### src/core/lssl_pkg.sv
// Package with the shared constants of the LED sink shift-latch link.
package lssl_pkg;
    localparam int FRAME_BITS      = 16;
    localparam int SYNC_STAGES     = 3;
    localparam logic [15:0] SHIFT_RESET = 16'h0000;
    localparam logic [15:0] LATCH_RESET = 16'h0000;
    localparam int CLK_HALF_CYCLES = 4;
    localparam int BUF_DEPTH       = 2;
    typedef logic [FRAME_BITS-1:0] lssl_word_t;
    typedef enum logic [1:0] {
        LSSL_IDLE  = 2'b00,
        LSSL_LOW   = 2'b01,
        LSSL_HIGH  = 2'b11,
        LSSL_LOAD  = 2'b10
    } lssl_state_e;
endpackage

### src/core/lssl_if.sv
// Interface joining the host end and the driver end of the serial link.
`timescale 1ns/100ps
interface lssl_if;
    logic       serial_data;
    logic       serial_clock;
    logic       latch_load;
    logic       gate_n;
    logic       cascade_out;
    modport host (
        output serial_data,
        output serial_clock,
        output latch_load,
        output gate_n,
        input  cascade_out
    );
    modport device (
        input  serial_data,
        input  serial_clock,
        input  latch_load,
        input  gate_n,
        output cascade_out
    );
endinterface

### src/core/lssl_host.sv
// Host end: buffers frames and shifts them out, then pulses the latch load.
`timescale 1ns/100ps
module lssl_host
    import lssl_pkg::*;
(
    input  wire logic              clock,
    input  wire logic              reset,
    input  wire lssl_pkg::lssl_word_t frame_data,
    input  wire logic              frame_valid,
    output logic                   frame_ready,
    input  wire logic              gate_n_in,
    output logic                   busy,
    lssl_if.host                   link
);
    import lssl_pkg::*;

    lssl_word_t  buf_q [BUF_DEPTH];
    logic        wr_ptr_q;
    logic        rd_ptr_q;
    logic [1:0]  count_q;
    lssl_state_e state_q;
    lssl_word_t  shift_q;
    logic [4:0]  bits_q;
    logic [2:0]  div_q;
    logic        sd_q;
    logic        sc_q;
    logic        ll_q;
    logic        gn_q;
    logic        busy_q;

    wire buf_push = frame_valid && (count_q != 2'(BUF_DEPTH));
    wire buf_pop  = (state_q == LSSL_IDLE) && (count_q != 2'd0);
    wire div_done = (div_q == 3'(CLK_HALF_CYCLES - 1));
    wire last_bit = (bits_q == 5'(FRAME_BITS - 1));

    always_ff @(posedge clock) begin
        if (buf_push) begin
            buf_q[wr_ptr_q] <= frame_data;
        end
    end

    always_ff @(posedge clock) begin
        if (reset) begin
            wr_ptr_q <= 1'b0;
            rd_ptr_q <= 1'b0;
            count_q  <= 2'd0;
            frame_ready <= 1'b0;
        end else begin
            if (buf_push) begin
                wr_ptr_q <= ~wr_ptr_q;
            end
            if (buf_pop) begin
                rd_ptr_q <= ~rd_ptr_q;
            end
            count_q <= count_q + 2'(buf_push) - 2'(buf_pop);
            frame_ready <= (count_q + 2'(buf_push) - 2'(buf_pop)) != 2'(BUF_DEPTH);
        end
    end

    // Data changes only while the clock is low, so it is steady at each rising edge.
    always_ff @(posedge clock) begin
        if (reset) begin
            state_q <= LSSL_IDLE;
            shift_q <= SHIFT_RESET;
            bits_q  <= 5'd0;
            div_q   <= 3'd0;
            sd_q    <= 1'b0;
            sc_q    <= 1'b0;
            ll_q    <= 1'b0;
            busy_q  <= 1'b0;
        end else begin
            unique case (state_q)
                LSSL_IDLE: begin
                    div_q <= 3'd0;
                    if (buf_pop) begin
                        shift_q <= buf_q[rd_ptr_q];
                        sd_q    <= buf_q[rd_ptr_q][FRAME_BITS-1];
                        bits_q  <= 5'd0;
                        busy_q  <= 1'b1;
                        state_q <= LSSL_LOW;
                    end else begin
                        busy_q  <= 1'b0;
                    end
                end
                LSSL_LOW: begin
                    div_q <= div_done ? 3'd0 : div_q + 3'd1;
                    if (div_done) begin
                        sc_q    <= 1'b1;
                        state_q <= LSSL_HIGH;
                    end
                end
                LSSL_HIGH: begin
                    div_q <= div_done ? 3'd0 : div_q + 3'd1;
                    if (div_done) begin
                        sc_q <= 1'b0;
                        if (last_bit) begin
                            ll_q    <= 1'b1;
                            state_q <= LSSL_LOAD;
                        end else begin
                            shift_q <= {shift_q[FRAME_BITS-2:0], 1'b0};
                            sd_q    <= shift_q[FRAME_BITS-2];
                            bits_q  <= bits_q + 5'd1;
                            state_q <= LSSL_LOW;
                        end
                    end
                end
                LSSL_LOAD: begin
                    div_q <= div_done ? 3'd0 : div_q + 3'd1;
                    if (div_done) begin
                        ll_q    <= 1'b0;
                        state_q <= LSSL_IDLE;
                    end
                end
            endcase
        end
    end

    always_ff @(posedge clock) begin
        if (reset) begin
            gn_q <= 1'b1;
        end else begin
            gn_q <= gate_n_in;
        end
    end

    assign link.serial_data  = sd_q;
    assign link.serial_clock = sc_q;
    assign link.latch_load   = ll_q;
    assign link.gate_n       = gn_q;
    assign busy              = busy_q;
endmodule

### src/flat_wrapper.sv
// flat-port wrapper written by rule: the top's interface ports become plain ports
module lssl_host_flat import lssl_pkg::*;
  (clock, reset, frame_data, frame_valid, frame_ready, gate_n_in, busy, link_serial_data, link_serial_clock, link_latch_load, link_gate_n, link_cascade_out);
  lssl_if link_i ();
  input  wire logic clock;
  input  wire logic reset;
  input  wire lssl_pkg::lssl_word_t frame_data;
  input  wire logic frame_valid;
  output logic frame_ready;
  input  wire logic gate_n_in;
  output logic busy;
  output wire logic [$bits(link_i.serial_data)-1:0] link_serial_data;
  output wire logic [$bits(link_i.serial_clock)-1:0] link_serial_clock;
  output wire logic [$bits(link_i.latch_load)-1:0] link_latch_load;
  output wire logic [$bits(link_i.gate_n)-1:0] link_gate_n;
  input wire logic [$bits(link_i.cascade_out)-1:0] link_cascade_out;
  assign link_serial_data = link_i.serial_data;
  assign link_serial_clock = link_i.serial_clock;
  assign link_latch_load = link_i.latch_load;
  assign link_gate_n = link_i.gate_n;
  assign link_i.cascade_out = link_cascade_out;
  lssl_host u_core (.clock(clock), .reset(reset), .frame_data(frame_data), .frame_valid(frame_valid), .frame_ready(frame_ready), .gate_n_in(gate_n_in), .busy(busy), .link(link_i));
endmodule
### config.mk
export PLATFORM = sky130hd
export DESIGN_NAME = lssl_host_flat
export DESIGN_NICKNAME = d
export VERILOG_FILES = /design/src/core/lssl_pkg.sv /design/src/core/lssl_if.sv /design/src/core/lssl_host.sv /design/src/flat_wrapper.sv
export SDC_FILE = /design/constraint.sdc
export NUM_CORES = 1
export LEC_CHECK = 0
export BUFFER_PORTS_ARGS = -buffer_cell sky130_fd_sc_hd__buf_2
export CAP_MARGIN = 20
export CORE_MARGIN = 2
export CORE_UTILIZATION = 45
export CTS_CLUSTER_SIZE = 40
export DETAILED_ROUTE_END_ITERATION = 8
export PLACE_DENSITY = 0.66
export SLEW_MARGIN = 20
export SYNTH_ARGS = -nofsm -noshare
export SYNTH_HDL_FRONTEND = slang
export SYNTH_SLANG_ARGS = --single-unit
### constraint.sdc
create_clock -name clock -period 2 [get_ports clock]
set_input_delay 0.5 -clock clock [delete_from_list [all_inputs] [get_ports clock]]
set_output_delay 0.5 -clock clock [all_outputs]
set_load 0.05 [all_outputs]
---- Word level (Yosys, flattened, before mapping) ----
Memories as Yosys holds them, arrays and structs flattened. A register that Yosys moved wholly into a read port is not among the register bits.
Index checks and enable logic that the tools add are counted.
word-level totals
  bits in registers ....................... 35
  RAM bits ................................ 32
  input port bits ......................... 21
  output and inout bits ................... 6
  logic and storage cells ................. 76
  memories kept ........................... 1
operators by class
  add/sub/neg operators ................... 4
  equality and inequality tests ........... 13
  multiplexer cells ....................... 31
  bitwise operators ....................... 2
  reduce and logical (&&, ||, !) cells .... 12
memories
  memory        depth  width  rd ports  clocked after memory_dff  wr ports  line             RTL
  u_core.buf_q  2      16     1         1                         1         lssl_host.sv:17  lssl_word_t buf_q [BUF_DEPTH];
operators with widths
  cell                                                 count
  two-way mux 15 bit                                   3
  case mux 15 bit (2 select lines)                     1
  two-way mux 5 bit                                    3
  two-way mux 1 bit                                    12
  AND reduction 4 bit                                  3
  two-way mux 2 bit                                    5
  != test 2 x 1 -> 1 bit, second input constant        5
  case mux 5 bit (2 select lines)                      1
  case mux 2 bit (4 select lines)                      1
  nonzero test 2 bit                                   4
  != test 2 bit, second input constant                 3
  case mux 1 bit (2 select lines)                      3
  case mux 3 bit (2 select lines)                      1
  adder 5 x 1 -> 5 bit, second input constant          1
  equality test 5 x 4 -> 1 bit, second input constant  1
  equality test 2 bit, second input constant           2
  adder 3 x 1 -> 3 bit, second input constant          1
  equality test 3 x 2 -> 1 bit, second input constant  1
  two-way mux 3 bit                                    1
  AND reduction 3 bit                                  1
  OR reduction 3 bit                                   1
  adder 2 x 1 -> 2 bit                                 1
  equality test 2 x 1 -> 1 bit, second input constant  1
  logical AND 1 bit                                    2
  other kinds (3)                                      4

---- Longest topological paths before layout ----
  depth after elaboration ................. 5
  mapped depth ............................ 11

---- Least setup slack after synthesis ----
OpenSTA, ideal clock, no wires.
  kind .................................... reg-to-reg
  from .................................... register u_core.state_q[0]
  to ...................................... register u_core.frame_ready
  setup time .............................. 115 ps
  arrival ................................. 1927 ps
  slack ................................... -41 ps
  cell stages (with the launch flop) ...... 12
  period minus slack after synthesis ...... 2041 ps
  cells stage by stage .................... dfxtp_1 buf_2 or2_1 buf_2 clkbuf_1 nor2_1 ha_1 inv_1 ha_1 xor2_1 xnor2_1 o21a_1
on the way
  word-level cells in the longest chain between the ends .. 4
RTL lines
  what                       line             RTL
  from (decl)                lssl_host.sv:21  lssl_state_e state_q;
  from (signal assigned)     lssl_host.sv:63  state_q <= LSSL_IDLE;
  from (signal assigned)     lssl_host.sv:80  state_q <= LSSL_LOW;
  from (signal assigned)     lssl_host.sv:89  state_q <= LSSL_HIGH;
  zero test 2 bit            lssl_host.sv:32  wire buf_pop = (state_q == LSSL_IDLE) && (count_q != 2'd0);
  logical AND 1 bit          lssl_host.sv:32
  net u_core.buf_pop         lssl_host.sv:32
  subtractor 2 x 1 -> 2 bit  lssl_host.sv:56  frame_ready <= (count_q + 2'(buf_push) - 2'(buf_pop)) != 2'(BUF_DEPTH);
  != test 2 bit              lssl_host.sv:56
  to (signal assigned)       lssl_host.sv:56
  to (decl)                  lssl_host.sv:10  output logic frame_ready,
The timed path passes the listed nets, and every way through them passes these cells.
A chain may end at the register's enable or synchronous reset.

---- Worst setup path after layout ----
  from .................................... register u_core.bits_q[0]
  to ...................................... register u_core.bits_q[4]
on the way
  word-level cells in the longest chain between the ends .. 4
  elaborated cells between the ends (all ways) .. 7
RTL lines
  what                             line              RTL
  from (decl)                      lssl_host.sv:23   logic [4:0] bits_q;
  from (signal assigned)           lssl_host.sv:102  bits_q <= bits_q + 5'd1;
  adder 5 x 1 -> 5 bit             lssl_host.sv:102
  two-way mux 5 bit                lssl_host.sv:96   if (last_bit) begin
  two-way mux 5 bit                lssl_host.sv:94   if (div_done) begin
  case mux 5 bit (2 select lines)  lssl_host.sv:72   unique case (state_q)
Several ways; a longest one is shown, not always the timed one. The select of a mux whose other input is x is not followed.

==> results.json <==
{
  "cp-end-kind": "flip-flop",
  "p_switching_mw": 1.48,
  "finalMaxSlewViolations": 0,
  "place_congestion": 0.739,
  "die_area_um2": 7230,
  "p_int_mw": 2.63,
  "cts_buffer_depth": 2,
  "antenna_left": 0,
  "crit_arrival_ns": 2.17,
  "core_area_um2": 6350,
  "routed_wl_um": 5530,
  "overflow": 0,
  "yosys.area.top_type_share_pct": 32.5,
  "synth_cell_types": 45,
  "setup_violations": 0,
  "ioPinCount": 27,
  "dp.cells": 339,
  "cts_inserted_buffers": 9,
  "regArea_um2": 1690,
  "dr.pass1.iters": 4,
  "hold_viol": 0,
  "power_frac_seq_pct": 44.3,
  "vdd_ir_drop_max_v": 0.000573,
  "multiInputGateArea_um2": 1180,
  "grt_pass1_wl_um": 9220,
  "area_delta_synth_final_pct": 15.0,
  "synthFlopType": "dfxtp_1",
  "syn_area_um2": 2950,
  "yosysTopAreaCell": "edfxtp_1",
  "nNetsFinal": 303,
  "port_buffers": 25,
  "stdcell_area_um2": 3400,
  "path_class": "reg2reg",
  "grt_pass1_vias": 1949,
  "power.clock.fraction_pct": 23.3,
  "drv_cap": 0,
  "power_mw": 4.10,
  "critPathRequiredTime_ns": 2.29,
  "clockRootBuffer": "clkbuf_8",
  "cts_tree": "yes",
  "slew_headroom_pct": 64.7,
  "leakage_nw": 1.28,
  "setup_ws_ns": 0.113,
  "fillers": 540,
  "ys_async_sr_fraction_pct": 0,
  "antenna_found_initial": 0,
  "drive_gt1_share_pct": 26.9,
  "grt_use_total_pct": 16.5,
  "vias": 2032,
  "crit_fanout": 5,
  "fin_crit_sh_pct": 94.3,
  "yosysSeqAreaShare_pct": 56.9,
  "pre_cts_slack_ns": 0.105,
  "yosysWarnings": 0,
  "synth_edf_count": 32,
  "fin_util_pct": 53.5,
  "clkSinkCount": 68,
  "setup.worst_path.start_class": "flip-flop",
  "die_h_um": 85.0,
  "hold_class": "in2reg",
  "initial_utilization_pct": 46.5,
  "synth_commonest_cells": "dfxtp_1, edfxtp_1, nor2_1",
  "viasPerCell": 5.71,
  "p_per_area_nw_per_um2": 1210,
  "instances_no_fill": 356,
  "swShare_pct": 35.9,
  "min_period_ns": 1.89,
  "yosysMostFrequentCell": "dfxtp_1",
  "tightest_slew_ns": 0.526,
  "dpl_cell_area_um2": 3160,
  "tns_ns": 0,
  "die-width_um": 85.0,
  "n_antenna_cell": 0,
  "holdBufCountCts": 0,
  "grt_setup_unrepaired": "yes",
  "dp_hpwl_um": 3330,
  "ys_ff_latch": 68,
  "rows": 29,
  "drc": 0,
  "drtIter0Drc": 62,
  "status": "completed",
  "syn-num-nets": 277,
  "combinationalPowerShare_pct": 32.4,
  "clkTransAtPathRegs_ns": 0.07,
  "netlist_instances": 249,
  "avgSynthCellArea_um2": 11.9,
  "hold_ws_ns": 0.333,
  "grt_max_degree": 32,
  "fmax_mhz": 530,
  "clock_skew_ns": 0.00597,
  "cts_max_level": 3,
  "synth_area_leaders": "edfxtp_1, dfxtp_1, o41ai_2, a221oi_1, o2111ai_1",
  "clock_latency_ns": 0.35,
  "route.detailed.wl_per_inst_um": 15.5
}
-- cell type report --
| type | count | area share [%] |
|---|---|---|
| well taps | 77 | 2.84 |
| flip-flops and latches | 68 | 49.6 |
| clock inverters | 6 | 1.25 |
| multi-input cells | 147 | 34.8 |
| clock buffers | 9 | 3.65 |
| inverters | 11 | 1.22 |
| repair buffers | 38 | 6.66 |
-- worst paths after layout --
path	startpoint	end	slack, ns	cells past startpoint
max	u_core.bits_q[0]	u_core.bits_q[4]	0.11	6
min	gate_n_in	u_core.link.gate_n	0.33	2
max reg2reg	u_core.bits_q[0]	u_core.bits_q[4]	0.11	6
min reg2reg	u_core.div_q[0]	u_core.div_q[0]	0.44	1
-- repair_timing --
| action | in CTS | in global routing |
|---|---|---|
| gates resized for setup | 0 | 12 |
| buffers inserted | 0 | 1 |
| setup endpoints to repair | 0 | 16 |
-- worst max-delay path, stage by stage (launching register included) --
cell      delay [ns]
dfxtp_4         0.37
ha_4            0.16
and3_4          0.18
ha_4            0.15
nand4b_1        0.31
or4_1           0.54
a21oi_1         0.13
-- power by group through the flow --
stage	clock (mW)	combinational (mW)	sequential, mW
5_1_grt	1.05	1.46	1.85
3_3_place_gp	0	1.28	1.84
2_1_floorplan	0	0.933	1.93
3_5_place_dp	0	1.29	1.85
4_1_cts	0.995	1.30	1.82
6_report	0.958	1.33	1.82
-- metal layers --
layer	wire length [um]	GRT usage (%)	vias to the layer above	part of all wire, %
met1	2690	20.7	971	49
met4	112	7.94	0	2.0
met5	0	0	-	0
met3	210	5.54	10	3.8
met2	2520	25.5	30	46
li1	-	-	1021	-
-- layout by cell type, fill, tap and decap left out, drive strengths merged, types with 4 or more instances in the layout --
cell      count
nor2b        17
o211ai        4
clkinvlp      5
o2111ai      15
nor2         23
clkbuf        9
a21oi        10
edfxtp       32
a221oi       15
inv          10
nand2         4
ha            7
buf          38
o41ai        15
dfxtp        36
o21a          4
-- cells by family (layout without fill, tap and decap cells) --
| group | after synthesis | in the layout | synth area share (%) |
|---|---|---|---|
| AOI/OAI and AO/OA | 76 | 77 | 23.3 |
| xor gates and xnor gates | 2 | 2 | 0.593 |
| adders and majority gates | 7 | 7 | 2.96 |
| buffers and inverters | 35 | 64 | 5.12 |
| DFF | 68 | 68 | 56.9 |
| muxes | 1 | 1 | 0.381 |
| and+or+nand+nor | 60 | 60 | 10.8 |
-- registers in the layout, indices dropped and copies added (netlist names), 2 cells and up, named ones only --
register / count
u_core.state_q: 2
u_core.shift_q: 15
u_core.buf_q: 32
u_core.count_q: 2
u_core.bits_q: 5
u_core.div_q: 3
No activity file was read; power rests on OpenSTA's default activity.
